<file path="src/rtl/sfbl_pkg.sv">
// shared constants of the serial firmware boot loader
package sfbl_pkg;
	// ----------------------------------------
	// clock and timing
	// ----------------------------------------
	localparam int CLK_HZ = 40000000;
	localparam int CLK_PERIOD_NS = 25;
	localparam int BAUD_RATE = 115200;
	localparam int BIT_CYCLES = CLK_HZ / BAUD_RATE;
	localparam int STRAP_SETUP_NS = 5000;
	localparam int STRAP_SETUP_CYCLES = (STRAP_SETUP_NS + CLK_PERIOD_NS - 1) / CLK_PERIOD_NS;
	localparam int STARTUP_MAX_MS = 200;
	localparam int STARTUP_TYP_MS = 135;
	localparam int STARTUP_TYP_CYCLES = STARTUP_TYP_MS * (CLK_HZ / 1000);
	localparam int INTERBYTE_MAX_MS = 20;
	localparam int INTERBYTE_CYCLES = INTERBYTE_MAX_MS * (CLK_HZ / 1000);
	localparam int ACK_MAX_MS = 12;
	localparam int ACK_TYP_US = 3600;
	localparam int ACK_TYP_CYCLES = ACK_TYP_US * (CLK_HZ / 1000000);
	localparam int STRAP_HOLD_US = 36;
	localparam int STRAP_HOLD_CYCLES = STRAP_HOLD_US * (CLK_HZ / 1000000);
	localparam int CNT_W = 24;
	// ----------------------------------------
	// link values
	// ----------------------------------------
	localparam logic [7:0] ACK_BYTE = 8'h06;
	localparam logic [1:0] BAUD_SEL_115200 = 2'h0;
	localparam logic STRAP_SERIAL = 1'h1;
endpackage

</file>
<file path="src/rtl/sfbl_if.sv">
// link interface between host and boot loader
`timescale 1ns/1ps
interface sfbl_if;
	logic reset_n_input;
	logic boot_select_strap;
	logic host_to_dev;
	logic dev_to_host;
	modport device (input reset_n_input, input boot_select_strap, input host_to_dev, output dev_to_host);
	modport host (output reset_n_input, output boot_select_strap, output host_to_dev, input dev_to_host);
endinterface

</file>
<file path="src/rtl/sfbl_device.sv">
// device end: boot loader receiving firmware over the serial link
`timescale 1ns/1ps
module sfbl_device
	import sfbl_pkg::*;
#(
	parameter int STARTUP_CYCLES = STARTUP_TYP_CYCLES,
	parameter int ACK_DELAY_CYCLES = ACK_TYP_CYCLES,
	parameter int TIMEOUT_CYCLES = INTERBYTE_CYCLES,
	parameter int IMAGE_BYTES = 16
) (
	// clock and reset
	input wire logic i_core_clk,
	input wire logic i_rst,
	// link
	sfbl_if.device link,
	// straps
	input wire logic i_baud_strap_low,
	input wire logic i_baud_strap_high,
	// memory fetch side
	input wire logic i_mem_done,
	output logic o_mem_fetch,
	// firmware write port
	output logic o_fw_we,
	output logic [15:0] o_fw_addr,
	output logic [7:0] o_fw_data,
	// status
	output logic o_loader_ready,
	output logic o_fw_loaded,
	output logic o_baud_bad,
	output logic o_timeout
);
	typedef enum logic [5:0] {
		ST_BOOT = 6'b00_0001,
		ST_RECV = 6'b00_0010,
		ST_WAIT = 6'b00_0100,
		ST_SEND = 6'b00_1000,
		ST_FETCH = 6'b01_0000,
		ST_RUN = 6'b10_0000
	} sfbl_dev_state_type;

	// ----------------------------------------
	// pin synchronisers
	// ----------------------------------------
	logic [4:0] sync1_q, sync2_q;
	logic rxd, rst_n_pin, strap, baud_ok;
	always_ff @(posedge i_core_clk) begin
		// baud straps are pins too, so both take the same two stages
		sync1_q <= {link.reset_n_input, link.boot_select_strap, link.host_to_dev, i_baud_strap_high, i_baud_strap_low};
		sync2_q <= sync1_q;
	end
	assign rst_n_pin = sync2_q[4];
	assign strap = sync2_q[3];
	assign rxd = sync2_q[2];

	// ----------------------------------------
	// control state
	// ----------------------------------------
	sfbl_dev_state_type st_q, st_d;
	logic [CNT_W-1:0] cnt_q, cnt_d;
	logic [CNT_W-1:0] gap_q, gap_d;
	logic [9:0] rx_sh_q, rx_sh_d;
	logic [3:0] rx_bit_q, rx_bit_d;
	logic [8:0] rx_div_q, rx_div_d;
	logic rx_busy_q, rx_busy_d;
	logic [9:0] tx_sh_q, tx_sh_d;
	logic [3:0] tx_bit_q, tx_bit_d;
	logic [8:0] tx_div_q, tx_div_d;
	logic [15:0] addr_q, addr_d;
	logic [7:0] data_q, data_d;
	logic we_q, we_d;
	logic sel_q, sel_d;
	logic rst_n_prev_q, timeout_q, timeout_d;
	logic [1:0] baud_q, baud_d;
	logic in_reset;

	assign in_reset = i_rst || !rst_n_pin;
	assign baud_ok = (baud_q == BAUD_SEL_115200);

	always_comb begin
		st_d = st_q;
		cnt_d = cnt_q;
		gap_d = gap_q;
		rx_sh_d = rx_sh_q;
		rx_bit_d = rx_bit_q;
		rx_div_d = rx_div_q;
		rx_busy_d = rx_busy_q;
		tx_sh_d = tx_sh_q;
		tx_bit_d = tx_bit_q;
		tx_div_d = tx_div_q;
		addr_d = addr_q;
		data_d = data_q;
		we_d = 1'b0;
		sel_d = sel_q;
		baud_d = baud_q;
		timeout_d = timeout_q;
		// reset release: catch straps after the pin goes high
		if (rst_n_prev_q == 1'b0 && rst_n_pin) begin
			sel_d = strap;
			baud_d = sync2_q[1:0];
		end
		case (st_q)
			ST_BOOT: begin
				cnt_d = cnt_q + 1'b1;
				if (cnt_q >= CNT_W'(STARTUP_CYCLES - 1)) begin
					cnt_d = '0;
					gap_d = '0;
					addr_d = '0;
					st_d = (sel_q == STRAP_SERIAL) ? ST_RECV : ST_FETCH;
				end
			end
			ST_RECV: begin
				// receive 8N1 at 115200 only; any other baud strap setting receives nothing
				if (!rx_busy_q) begin
					gap_d = gap_q + 1'b1;
					if (addr_q != 16'h0000 && gap_q >= CNT_W'(TIMEOUT_CYCLES)) begin
						timeout_d = 1'b1;
						addr_d = '0;
						gap_d = '0;
					end
					if (!rxd && baud_ok) begin
						rx_busy_d = 1'b1;
						rx_div_d = 9'(BIT_CYCLES / 2);
						rx_bit_d = '0;
					end
				end else if (rx_div_q != 9'h000) begin
					rx_div_d = rx_div_q - 1'b1;
				end else begin
					rx_div_d = 9'(BIT_CYCLES - 1);
					rx_sh_d = {rxd, rx_sh_q[9:1]};
					rx_bit_d = rx_bit_q + 1'b1;
					if (rx_bit_q == 4'h0 && rxd) begin
						rx_busy_d = 1'b0;
					end else if (rx_bit_q == 4'h9) begin
						rx_busy_d = 1'b0;
						gap_d = '0;
						if (rxd) begin
							we_d = 1'b1;
							data_d = rx_sh_q[9:2];
							addr_d = addr_q + 1'b1;
							timeout_d = 1'b0;
							if (addr_q == 16'(IMAGE_BYTES - 1)) begin
								cnt_d = '0;
								st_d = ST_WAIT;
							end
						end
					end
				end
			end
			ST_WAIT: begin
				cnt_d = cnt_q + 1'b1;
				if (cnt_q >= CNT_W'(ACK_DELAY_CYCLES - 1)) begin
					tx_sh_d = {1'b1, ACK_BYTE, 1'b0};
					tx_bit_d = '0;
					tx_div_d = 9'(BIT_CYCLES - 1);
					st_d = ST_SEND;
				end
			end
			ST_SEND: begin
				if (tx_div_q != 9'h000) begin
					tx_div_d = tx_div_q - 1'b1;
				end else begin
					tx_div_d = 9'(BIT_CYCLES - 1);
					tx_sh_d = {1'b1, tx_sh_q[9:1]};
					tx_bit_d = tx_bit_q + 1'b1;
					if (tx_bit_q == 4'h9) begin
						st_d = ST_RUN;
					end
				end
			end
			ST_FETCH: begin
				if (i_mem_done) begin
					st_d = ST_RUN;
				end
			end
			ST_RUN: begin
				st_d = ST_RUN;
			end
			default: begin
				st_d = ST_BOOT;
			end
		endcase
		data_d = we_d ? data_d : data_q;
		if (in_reset) begin
			st_d = ST_BOOT;
			cnt_d = '0;
			rx_busy_d = 1'b0;
			tx_sh_d = 10'h3ff;
			timeout_d = 1'b0;
		end
	end

	always_ff @(posedge i_core_clk) begin
		if (i_rst) begin
			st_q <= ST_BOOT;
			cnt_q <= '0;
			gap_q <= '0;
			rx_sh_q <= '0;
			rx_bit_q <= '0;
			rx_div_q <= '0;
			rx_busy_q <= 1'b0;
			tx_sh_q <= 10'h3ff;
			tx_bit_q <= '0;
			tx_div_q <= '0;
			addr_q <= '0;
			data_q <= '0;
			we_q <= 1'b0;
			sel_q <= STRAP_SERIAL;
			baud_q <= BAUD_SEL_115200;
			rst_n_prev_q <= 1'b0;
			timeout_q <= 1'b0;
		end else begin
			st_q <= st_d;
			cnt_q <= cnt_d;
			gap_q <= gap_d;
			rx_sh_q <= rx_sh_d;
			rx_bit_q <= rx_bit_d;
			rx_div_q <= rx_div_d;
			rx_busy_q <= rx_busy_d;
			tx_sh_q <= tx_sh_d;
			tx_bit_q <= tx_bit_d;
			tx_div_q <= tx_div_d;
			addr_q <= addr_d;
			data_q <= data_d;
			we_q <= we_d;
			sel_q <= sel_d;
			baud_q <= baud_d;
			rst_n_prev_q <= rst_n_pin;
			timeout_q <= timeout_d;
		end
	end

	// ----------------------------------------
	// outputs
	// ----------------------------------------
	// two wires only, idle high
	assign link.dev_to_host = (st_q == ST_SEND) ? tx_sh_q[0] : 1'b1;
	assign o_mem_fetch = (st_q == ST_FETCH);
	assign o_fw_we = we_q;
	assign o_fw_addr = addr_q - 16'h0001;
	assign o_fw_data = data_q;
	assign o_loader_ready = (st_q == ST_RECV);
	assign o_fw_loaded = (st_q == ST_RUN);
	assign o_baud_bad = !baud_ok;
	assign o_timeout = timeout_q;
endmodule // sfbl_device

</file>
<file path="src/flat_wrapper.sv">
// flat-port wrapper written by rule: the top's interface ports become plain ports
module sfbl_device_flat import sfbl_pkg::*;
#(
	parameter int STARTUP_CYCLES = STARTUP_TYP_CYCLES,
	parameter int ACK_DELAY_CYCLES = ACK_TYP_CYCLES,
	parameter int TIMEOUT_CYCLES = INTERBYTE_CYCLES,
	parameter int IMAGE_BYTES = 16
)
  (i_core_clk, i_rst, i_baud_strap_low, i_baud_strap_high, i_mem_done, o_mem_fetch, o_fw_we, o_fw_addr, o_fw_data, o_loader_ready, o_fw_loaded, o_baud_bad, o_timeout, link_reset_n_input, link_boot_select_strap, link_host_to_dev, link_dev_to_host);
  sfbl_if link_i ();
  input wire logic i_core_clk;
  input wire logic i_rst;
  input wire logic i_baud_strap_low;
  input wire logic i_baud_strap_high;
  input wire logic i_mem_done;
  output logic o_mem_fetch;
  output logic o_fw_we;
  output logic [15:0] o_fw_addr;
  output logic [7:0] o_fw_data;
  output logic o_loader_ready;
  output logic o_fw_loaded;
  output logic o_baud_bad;
  output logic o_timeout;
  input wire logic [$bits(link_i.reset_n_input)-1:0] link_reset_n_input;
  input wire logic [$bits(link_i.boot_select_strap)-1:0] link_boot_select_strap;
  input wire logic [$bits(link_i.host_to_dev)-1:0] link_host_to_dev;
  output wire logic [$bits(link_i.dev_to_host)-1:0] link_dev_to_host;
  assign link_i.reset_n_input = link_reset_n_input;
  assign link_i.boot_select_strap = link_boot_select_strap;
  assign link_i.host_to_dev = link_host_to_dev;
  assign link_dev_to_host = link_i.dev_to_host;
  sfbl_device #(.STARTUP_CYCLES(STARTUP_CYCLES), .ACK_DELAY_CYCLES(ACK_DELAY_CYCLES), .TIMEOUT_CYCLES(TIMEOUT_CYCLES), .IMAGE_BYTES(IMAGE_BYTES)) u_core (.i_core_clk(i_core_clk), .i_rst(i_rst), .link(link_i), .i_baud_strap_low(i_baud_strap_low), .i_baud_strap_high(i_baud_strap_high), .i_mem_done(i_mem_done), .o_mem_fetch(o_mem_fetch), .o_fw_we(o_fw_we), .o_fw_addr(o_fw_addr), .o_fw_data(o_fw_data), .o_loader_ready(o_loader_ready), .o_fw_loaded(o_fw_loaded), .o_baud_bad(o_baud_bad), .o_timeout(o_timeout));
endmodule
</file>
<file path="config.mk">
export PLATFORM = sky130hd
export DESIGN_NAME = sfbl_device_flat
export DESIGN_NICKNAME = d
export VERILOG_FILES = /design/src/rtl/sfbl_pkg.sv /design/src/rtl/sfbl_if.sv /design/src/rtl/sfbl_device.sv /design/src/flat_wrapper.sv
export SDC_FILE = /design/constraint.sdc
export NUM_CORES = 1
export LEC_CHECK = 0
export BUFFER_PORTS_ARGS = -buffer_cell sky130_fd_sc_hd__buf_2
export CAP_MARGIN = 0
export CORE_UTILIZATION = 65
export DETAILED_ROUTE_END_ITERATION = 10
export MAX_ROUTING_LAYER = met4
export PLACE_DENSITY = 0.94
export SYNTH_ARGS = -nofsm -noshare
export SYNTH_HDL_FRONTEND = slang
export SYNTH_SLANG_ARGS = --single-unit
</file>
<file path="constraint.sdc">
create_clock -name i_core_clk -period 4.5 [get_ports i_core_clk]
set_input_delay 0.225 -clock i_core_clk [delete_from_list [all_inputs] [get_ports i_core_clk]]
set_output_delay 0.225 -clock i_core_clk [all_outputs]
set_load 0.02 [all_outputs]
</file>
---- Word level (Yosys, flattened, before mapping) ----
Index checks and enable logic that the tools add are counted.
storage, ports and cells
  flip-flop bits (word level) ............. 141
  input bits .............................. 8
  output and inout bits ................... 31
  logic and storage cells ................. 161
operators by class
  add/subtract/negate cells ............... 8
  $lt $le $gt $ge ......................... 3
  equal/unequal tests ..................... 29
  muxes and demuxes ....................... 69
  bitwise operators ....................... 3
  reduce and logical (&&, ||, !) cells .... 30
operators with widths
  kind                   count
  $mux 24                13
  $mux 16                7
  $pmux 24 s3            1
  $mux 6                 11
  $add 24x1->24 const B  2
  $pmux 24 s2            1
  $mux 9                 5
  $pmux 6 s6             1
  $pmux 16 s2            1
  $ge 24x18->1 const B   1
  $ge 24x20->1 const B   1
  $ge 24x23->1 const B   1
  $reduce_and 7->1       3
  $mux 10                2
  $mux 4                 5
  $pmux 10 s2            1
  $mux 1                 18
  $pmux 9 s2             1
  $reduce_bool 9->1      2
  $sub 9x1->9 const B    2
  $add 16x1->16 const B  1
  $eq 16x4->1 const B    1
  $ne 2x1->1 const B     8
  $reduce_bool 16->1     1
  other kinds (29)       52

---- Logic depth before layout (Yosys ltp) ----
  word-level depth ........................ 8
  mapped depth ............................ 11
  depth with buffers taken out ............ 9

---- Least setup slack after synthesis ----
OpenSTA, ideal clock, no wires.
  path kind ............................... flip-flop to flip-flop
  from .................................... register u_core.st_q[2]
  to ...................................... register u_core.cnt_q[5]
  setup time .............................. 131 ps
  arrival ................................. 2488 ps
  required time ........................... 4369 ps
  slack ................................... 1881 ps
  stages on the path, launching flop included .. 11
  buffers on the path ..................... 2
  clock period less this slack ............ 2619 ps
  path through ............................ dfxtp_1 > or4b_1 > or3_1 > inv_1 > o31a_1 > o211a_1 > buf_6 > clkbuf_1 > nor2_1 > mux2i_1 > o31ai_1
between the ends
  cells in the longest elaborated chain, start to end .. 3
  elaborated cells on any way between the ends .. 12
  those cells by class .................... eq/ne: 9; mux: 1; reduce/logical: 2
ends and longest elaborated chain
  item                                                 RTL line            source
  start, declared                                      sfbl_device.sv:58   sfbl_dev_state_type st_q, st_d;
  start signal, assigned                               sfbl_device.sv:212  st_q <= st_d;
  $eq 6x2->1 *                                         --
  net o_loader_ready                                   flat_wrapper.sv:20  output logic o_loader_ready;
  $ne 2x1->1 (no source line) (tied with other cells)  --
  $reduce_and 7->1 (no source line)                    --
  end signal, assigned                                 sfbl_device.sv:213  cnt_q <= cnt_d;
  end, declared                                        sfbl_device.sv:59   logic [CNT_W-1:0] cnt_q, cnt_d;
The timed path passes the listed nets; every way through them passes the cells marked *.
A chain may end at the register's enable or synchronous reset.

---- Worst setup path after layout ----
  from .................................... register u_core.st_q[2]
  to ...................................... register u_core.rx_bit_q[3]
between the ends
  cells in the longest elaborated chain, start to end .. 2
ends and longest elaborated chain
  item                               RTL line            source
  $eq 6x2->1                         sfbl_device.sv:101  case (st_q)
  $reduce_and 3->1 (no source line)  --
  end signal, assigned               sfbl_device.sv:216  rx_bit_q <= rx_bit_d;
  end, declared                      sfbl_device.sv:62   logic [3:0] rx_bit_q, rx_bit_d;
No other way between the ends.

==> impl_metrics.tcl <==
set metrics [dict create \
    worstPathArrival_ns 3.76 \
    final_core_util_pct 74.30 \
    p_total_mw 2.572 \
    path_max_fanout 14 \
    cts_setup_buffers 0 \
    dpl_cell_area_mm2 0.007102 \
    hold_buffers 6 \
    worstSetupPathType "reg -> reg" \
    gp_congestion 0.9154 \
    cts.clk_slew.worst_paths_ns 0.06 \
    slowest_stage "nor2_1" \
    hp-start "i_mem_done" \
    fp.dieArea_mm2 0.01112 \
    holdPathStages 3 \
    dr.first_iter.drc_count 739 \
    core_area_mm2 0.01037 \
    die_w_um 105.5 \
    power_density_mw_per_mm2 333.8 \
    setup_violations 0 \
    initial_core_util_pct 67.10 \
    p_int_mw 2.051 \
    globalRouteOverflowTotal 0 \
    ys_ff_latch 138 \
    hp-class "in -> reg" \
    swShare_pct 20.26 \
    synth_cell_types 66 \
    combPwrFrac_pct 1.6 \
    yosys_warnings 0 \
    r2r-end "u_core.rx_bit_q[3]" \
    dr.pass1.iters 6 \
    io_pins 39 \
    path_cells "or4b_1 > or3_1 > inv_1 > nand2_1 > nor2_1 > nand4_1 > xor2_1 > nor3_1" \
    wl_per_cell_um 16.03 \
    synth_flop_cell "dfxtp_1" \
    drv_slew 0 \
    grt_use_total_pct 32.23 \
    finalHoldViolCount 0 \
    via_per_inst 6.479 \
    async_reset_ff_share_pct 0 \
    required_ns 4.95 \
    r2r_slack_ns 1.19 \
    clkPwrFrac_pct 50.4 \
    cts.sinks 138 \
    grt_pass1_vias 6117 \
    fin_skew_ns 0.01196 \
    reg2reg_depth 8 \
    ir_drop_uv 241.8 \
    drive_gt1_share_pct 8.443 \
    cts-resized-gates 0 \
    rows 37 \
    clock_path_buffers 2 \
    dp_hpwl_mm 10.73 \
    slew_headroom_pct 16.36 \
    grt_start_max_net_pins 85 \
    drcViolationCount 0 \
    grt_pass1_wl_mm 28.28 \
    vias 6790 \
    final_common_cell "dfxtp_1" \
    hold_ws_ns 0.06293 \
    worstReg2RegStart "u_core.st_q[2]" \
    cts_root_buf "clkbuf_8" \
    total_leakage_power_nw 2.800 \
    cts_buffers 17 \
    rsz0062_at_grt "false" \
    fin_nets 925 \
    io_buffer_count 38 \
    finalCriticalPeriod_ns 3.309 \
    synth_area_mm2 0.006958 \
    slowest_delay_ns 0.68 \
    path_delay_family "simple AND/OR/NAND/NOR gates" \
    synth.net_count 918 \
    die_y_um 105.5 \
    cap_violations 0 \
    fin_crit_sh_pct 73.54 \
    max_clock_freq_mhz 302.2 \
    tns_ns 0 \
    clk_latency_ns 0.54 \
    worst_slew_pin_slew_ns 1.241 \
    final_cell_mix "dfxtp_1, nor2_1, nand2_1" \
    hold-path-endpoint "u_core.st_q[4]" \
    ys_seq_area_share_pct 39.71 \
    antenna_found_initial 0 \
    synth_edf_count 0 \
    critPathBufInv 1 \
    setup.worst_path.end_class "flop" \
    area_growth_syn_to_layout_pct 10.74 \
    routed_wl_mm 16.80 \
    power_switching_mw 0.5211 \
    syn_inst 896 \
    ant_nets 0 \
    fin_area_mm2 0.007705 \
    cts-htree-levels 4 \
    n_antenna_cell 0 \
    start_kind "flop" \
    status "finished, final reports clean" \
    cts_tree "built" \
    sequentialPowerShare_pct 48.0 \
    syn_area_per_cell_um2 7.766 \
]
-- logic make-up (layout without fill, tap and decap cells) --
kind of cell / Yosys count / count (layout) / share of synthesized area, %
compound gates: 236 / 236 / 20.95
mux: 4 / 4 / 0.5755
fa+ha+maj: 14 / 14 / 2.518
xor+xnor: 24 / 24 / 3.021
buf+inv: 81 / 97 / 4.567
simple gates: 399 / 399 / 28.66
flops: 138 / 138 / 39.71
-- routing by layer --
| metal | global-route usage [%] | wire length, um |
|---|---|---|
| met1 | 39.25 | 7165 |
| met2 | 52.54 | 8181 |
| met3 | 6.122 | 1095 |
| met4 | 13.18 | 357 |
| met5 | - | 0 |
-- worst min-delay path: cells and delay by family --
family	cells	cell delay, ns
AOI/OAI and AO/OA	1	0.07
and+or+nand+nor	1	0.15
buffers and inverters	1	0.11
-- worst max path at each step --
stage / startpoint / to / depth (start not counted)
2_1_floorplan: u_core.st_q[2] / u_core.cnt_q[5] / 10
3_3_place_gp: u_core.st_q[2] / u_core.rx_bit_q[3] / 8
3_5_place_dp: u_core.st_q[2] / u_core.rx_bit_q[3] / 8
4_1_cts: u_core.st_q[2] / u_core.rx_bit_q[3] / 8
5_1_grt: u_core.st_q[2] / u_core.rx_bit_q[1] / 8
6_report: u_core.st_q[2] / u_core.rx_bit_q[3] / 8
-- flip-flops by register name, indices dropped and copies added, names as in the netlist --
name,flops
u_core.sync2_q,5
u_core.rst_n_prev_q,1
u_core.sync1_q,5
u_core.sel_q,1
u_core.gap_q,24
u_core.rx_bit_q,4
u_core.rx_div_q,9
u_core.st_q,6
u_core.tx_bit_q,4
u_core.baud_q,2
u_core.addr_q,16
u_core.o_fw_data,8
u_core.o_timeout,1
u_core.tx_sh_q,9
u_core.tx_div_q,9
u_core.rx_sh_q,8
u_core.o_fw_we,1
u_core.cnt_q,24
u_core.rx_busy_q,1
-- layout make-up --
type	count	area (um^2)
multi-input combinational	677	3877
sequential	138	2763
fill	781	2665
clock buffer	26	508.0
timing repair buffer	46	265.3
tap	136	170.2
inverter	23	86.33
clock inverter	2	35.03
-- power groups by stage --
stage	sequential [mW]	clock, mW	combinational (mW)
floorplan	1.26	0	0.0250
global placement	1.26	0	0.0357
detailed placement	1.26	0	0.0361
CTS	1.23	1.30	0.0404
global route	1.23	1.37	0.0434
finish	1.23	1.30	0.0410
-- through the flow --
stage | setup slack (ns) | std cells
after floorplan | 1.881 | 896
after global placement | 1.414 | 1014
after detailed placement | 1.291 | 1014
after CTS | 1.247 | 1048
after global routing | 0.9510 | 1048
final | 1.191 | 1048
-- cells in the mapped netlist (all sizes together) (4+ instances only) --
cell type  instances  area share, %
dfxtp            138             40
nand2             95            5.1
nor2              95            5.1
a21oi             92            6.7
o21ai             58            4.2
clkbuf            47            2.5
nand3             47            3.4
nor3              42            3.1
inv               22            1.2
nor4              19            1.7
and3              16            1.4
or3               16            1.4
ha                14            2.5
xor2              14            1.8
a31oi             13            1.2
buf               11           0.79
nand4             11           0.99
nand3b            10            1.1
xnor2             10            1.3
and2               9           0.81
a21o               8           0.86
a311oi             8            1.0
o211a              8            1.2
or4                8           0.92
a211oi             7           0.76
nand4b             6           0.76
o31ai              6           0.65
a32o               5           0.72
o211ai             5           0.61
or2                5           0.45
and4               4           0.50
mux2i              4           0.58
nand2b             4           0.36
or4b               4           0.58
Note: power is estimated with default switching activity, not from simulation.
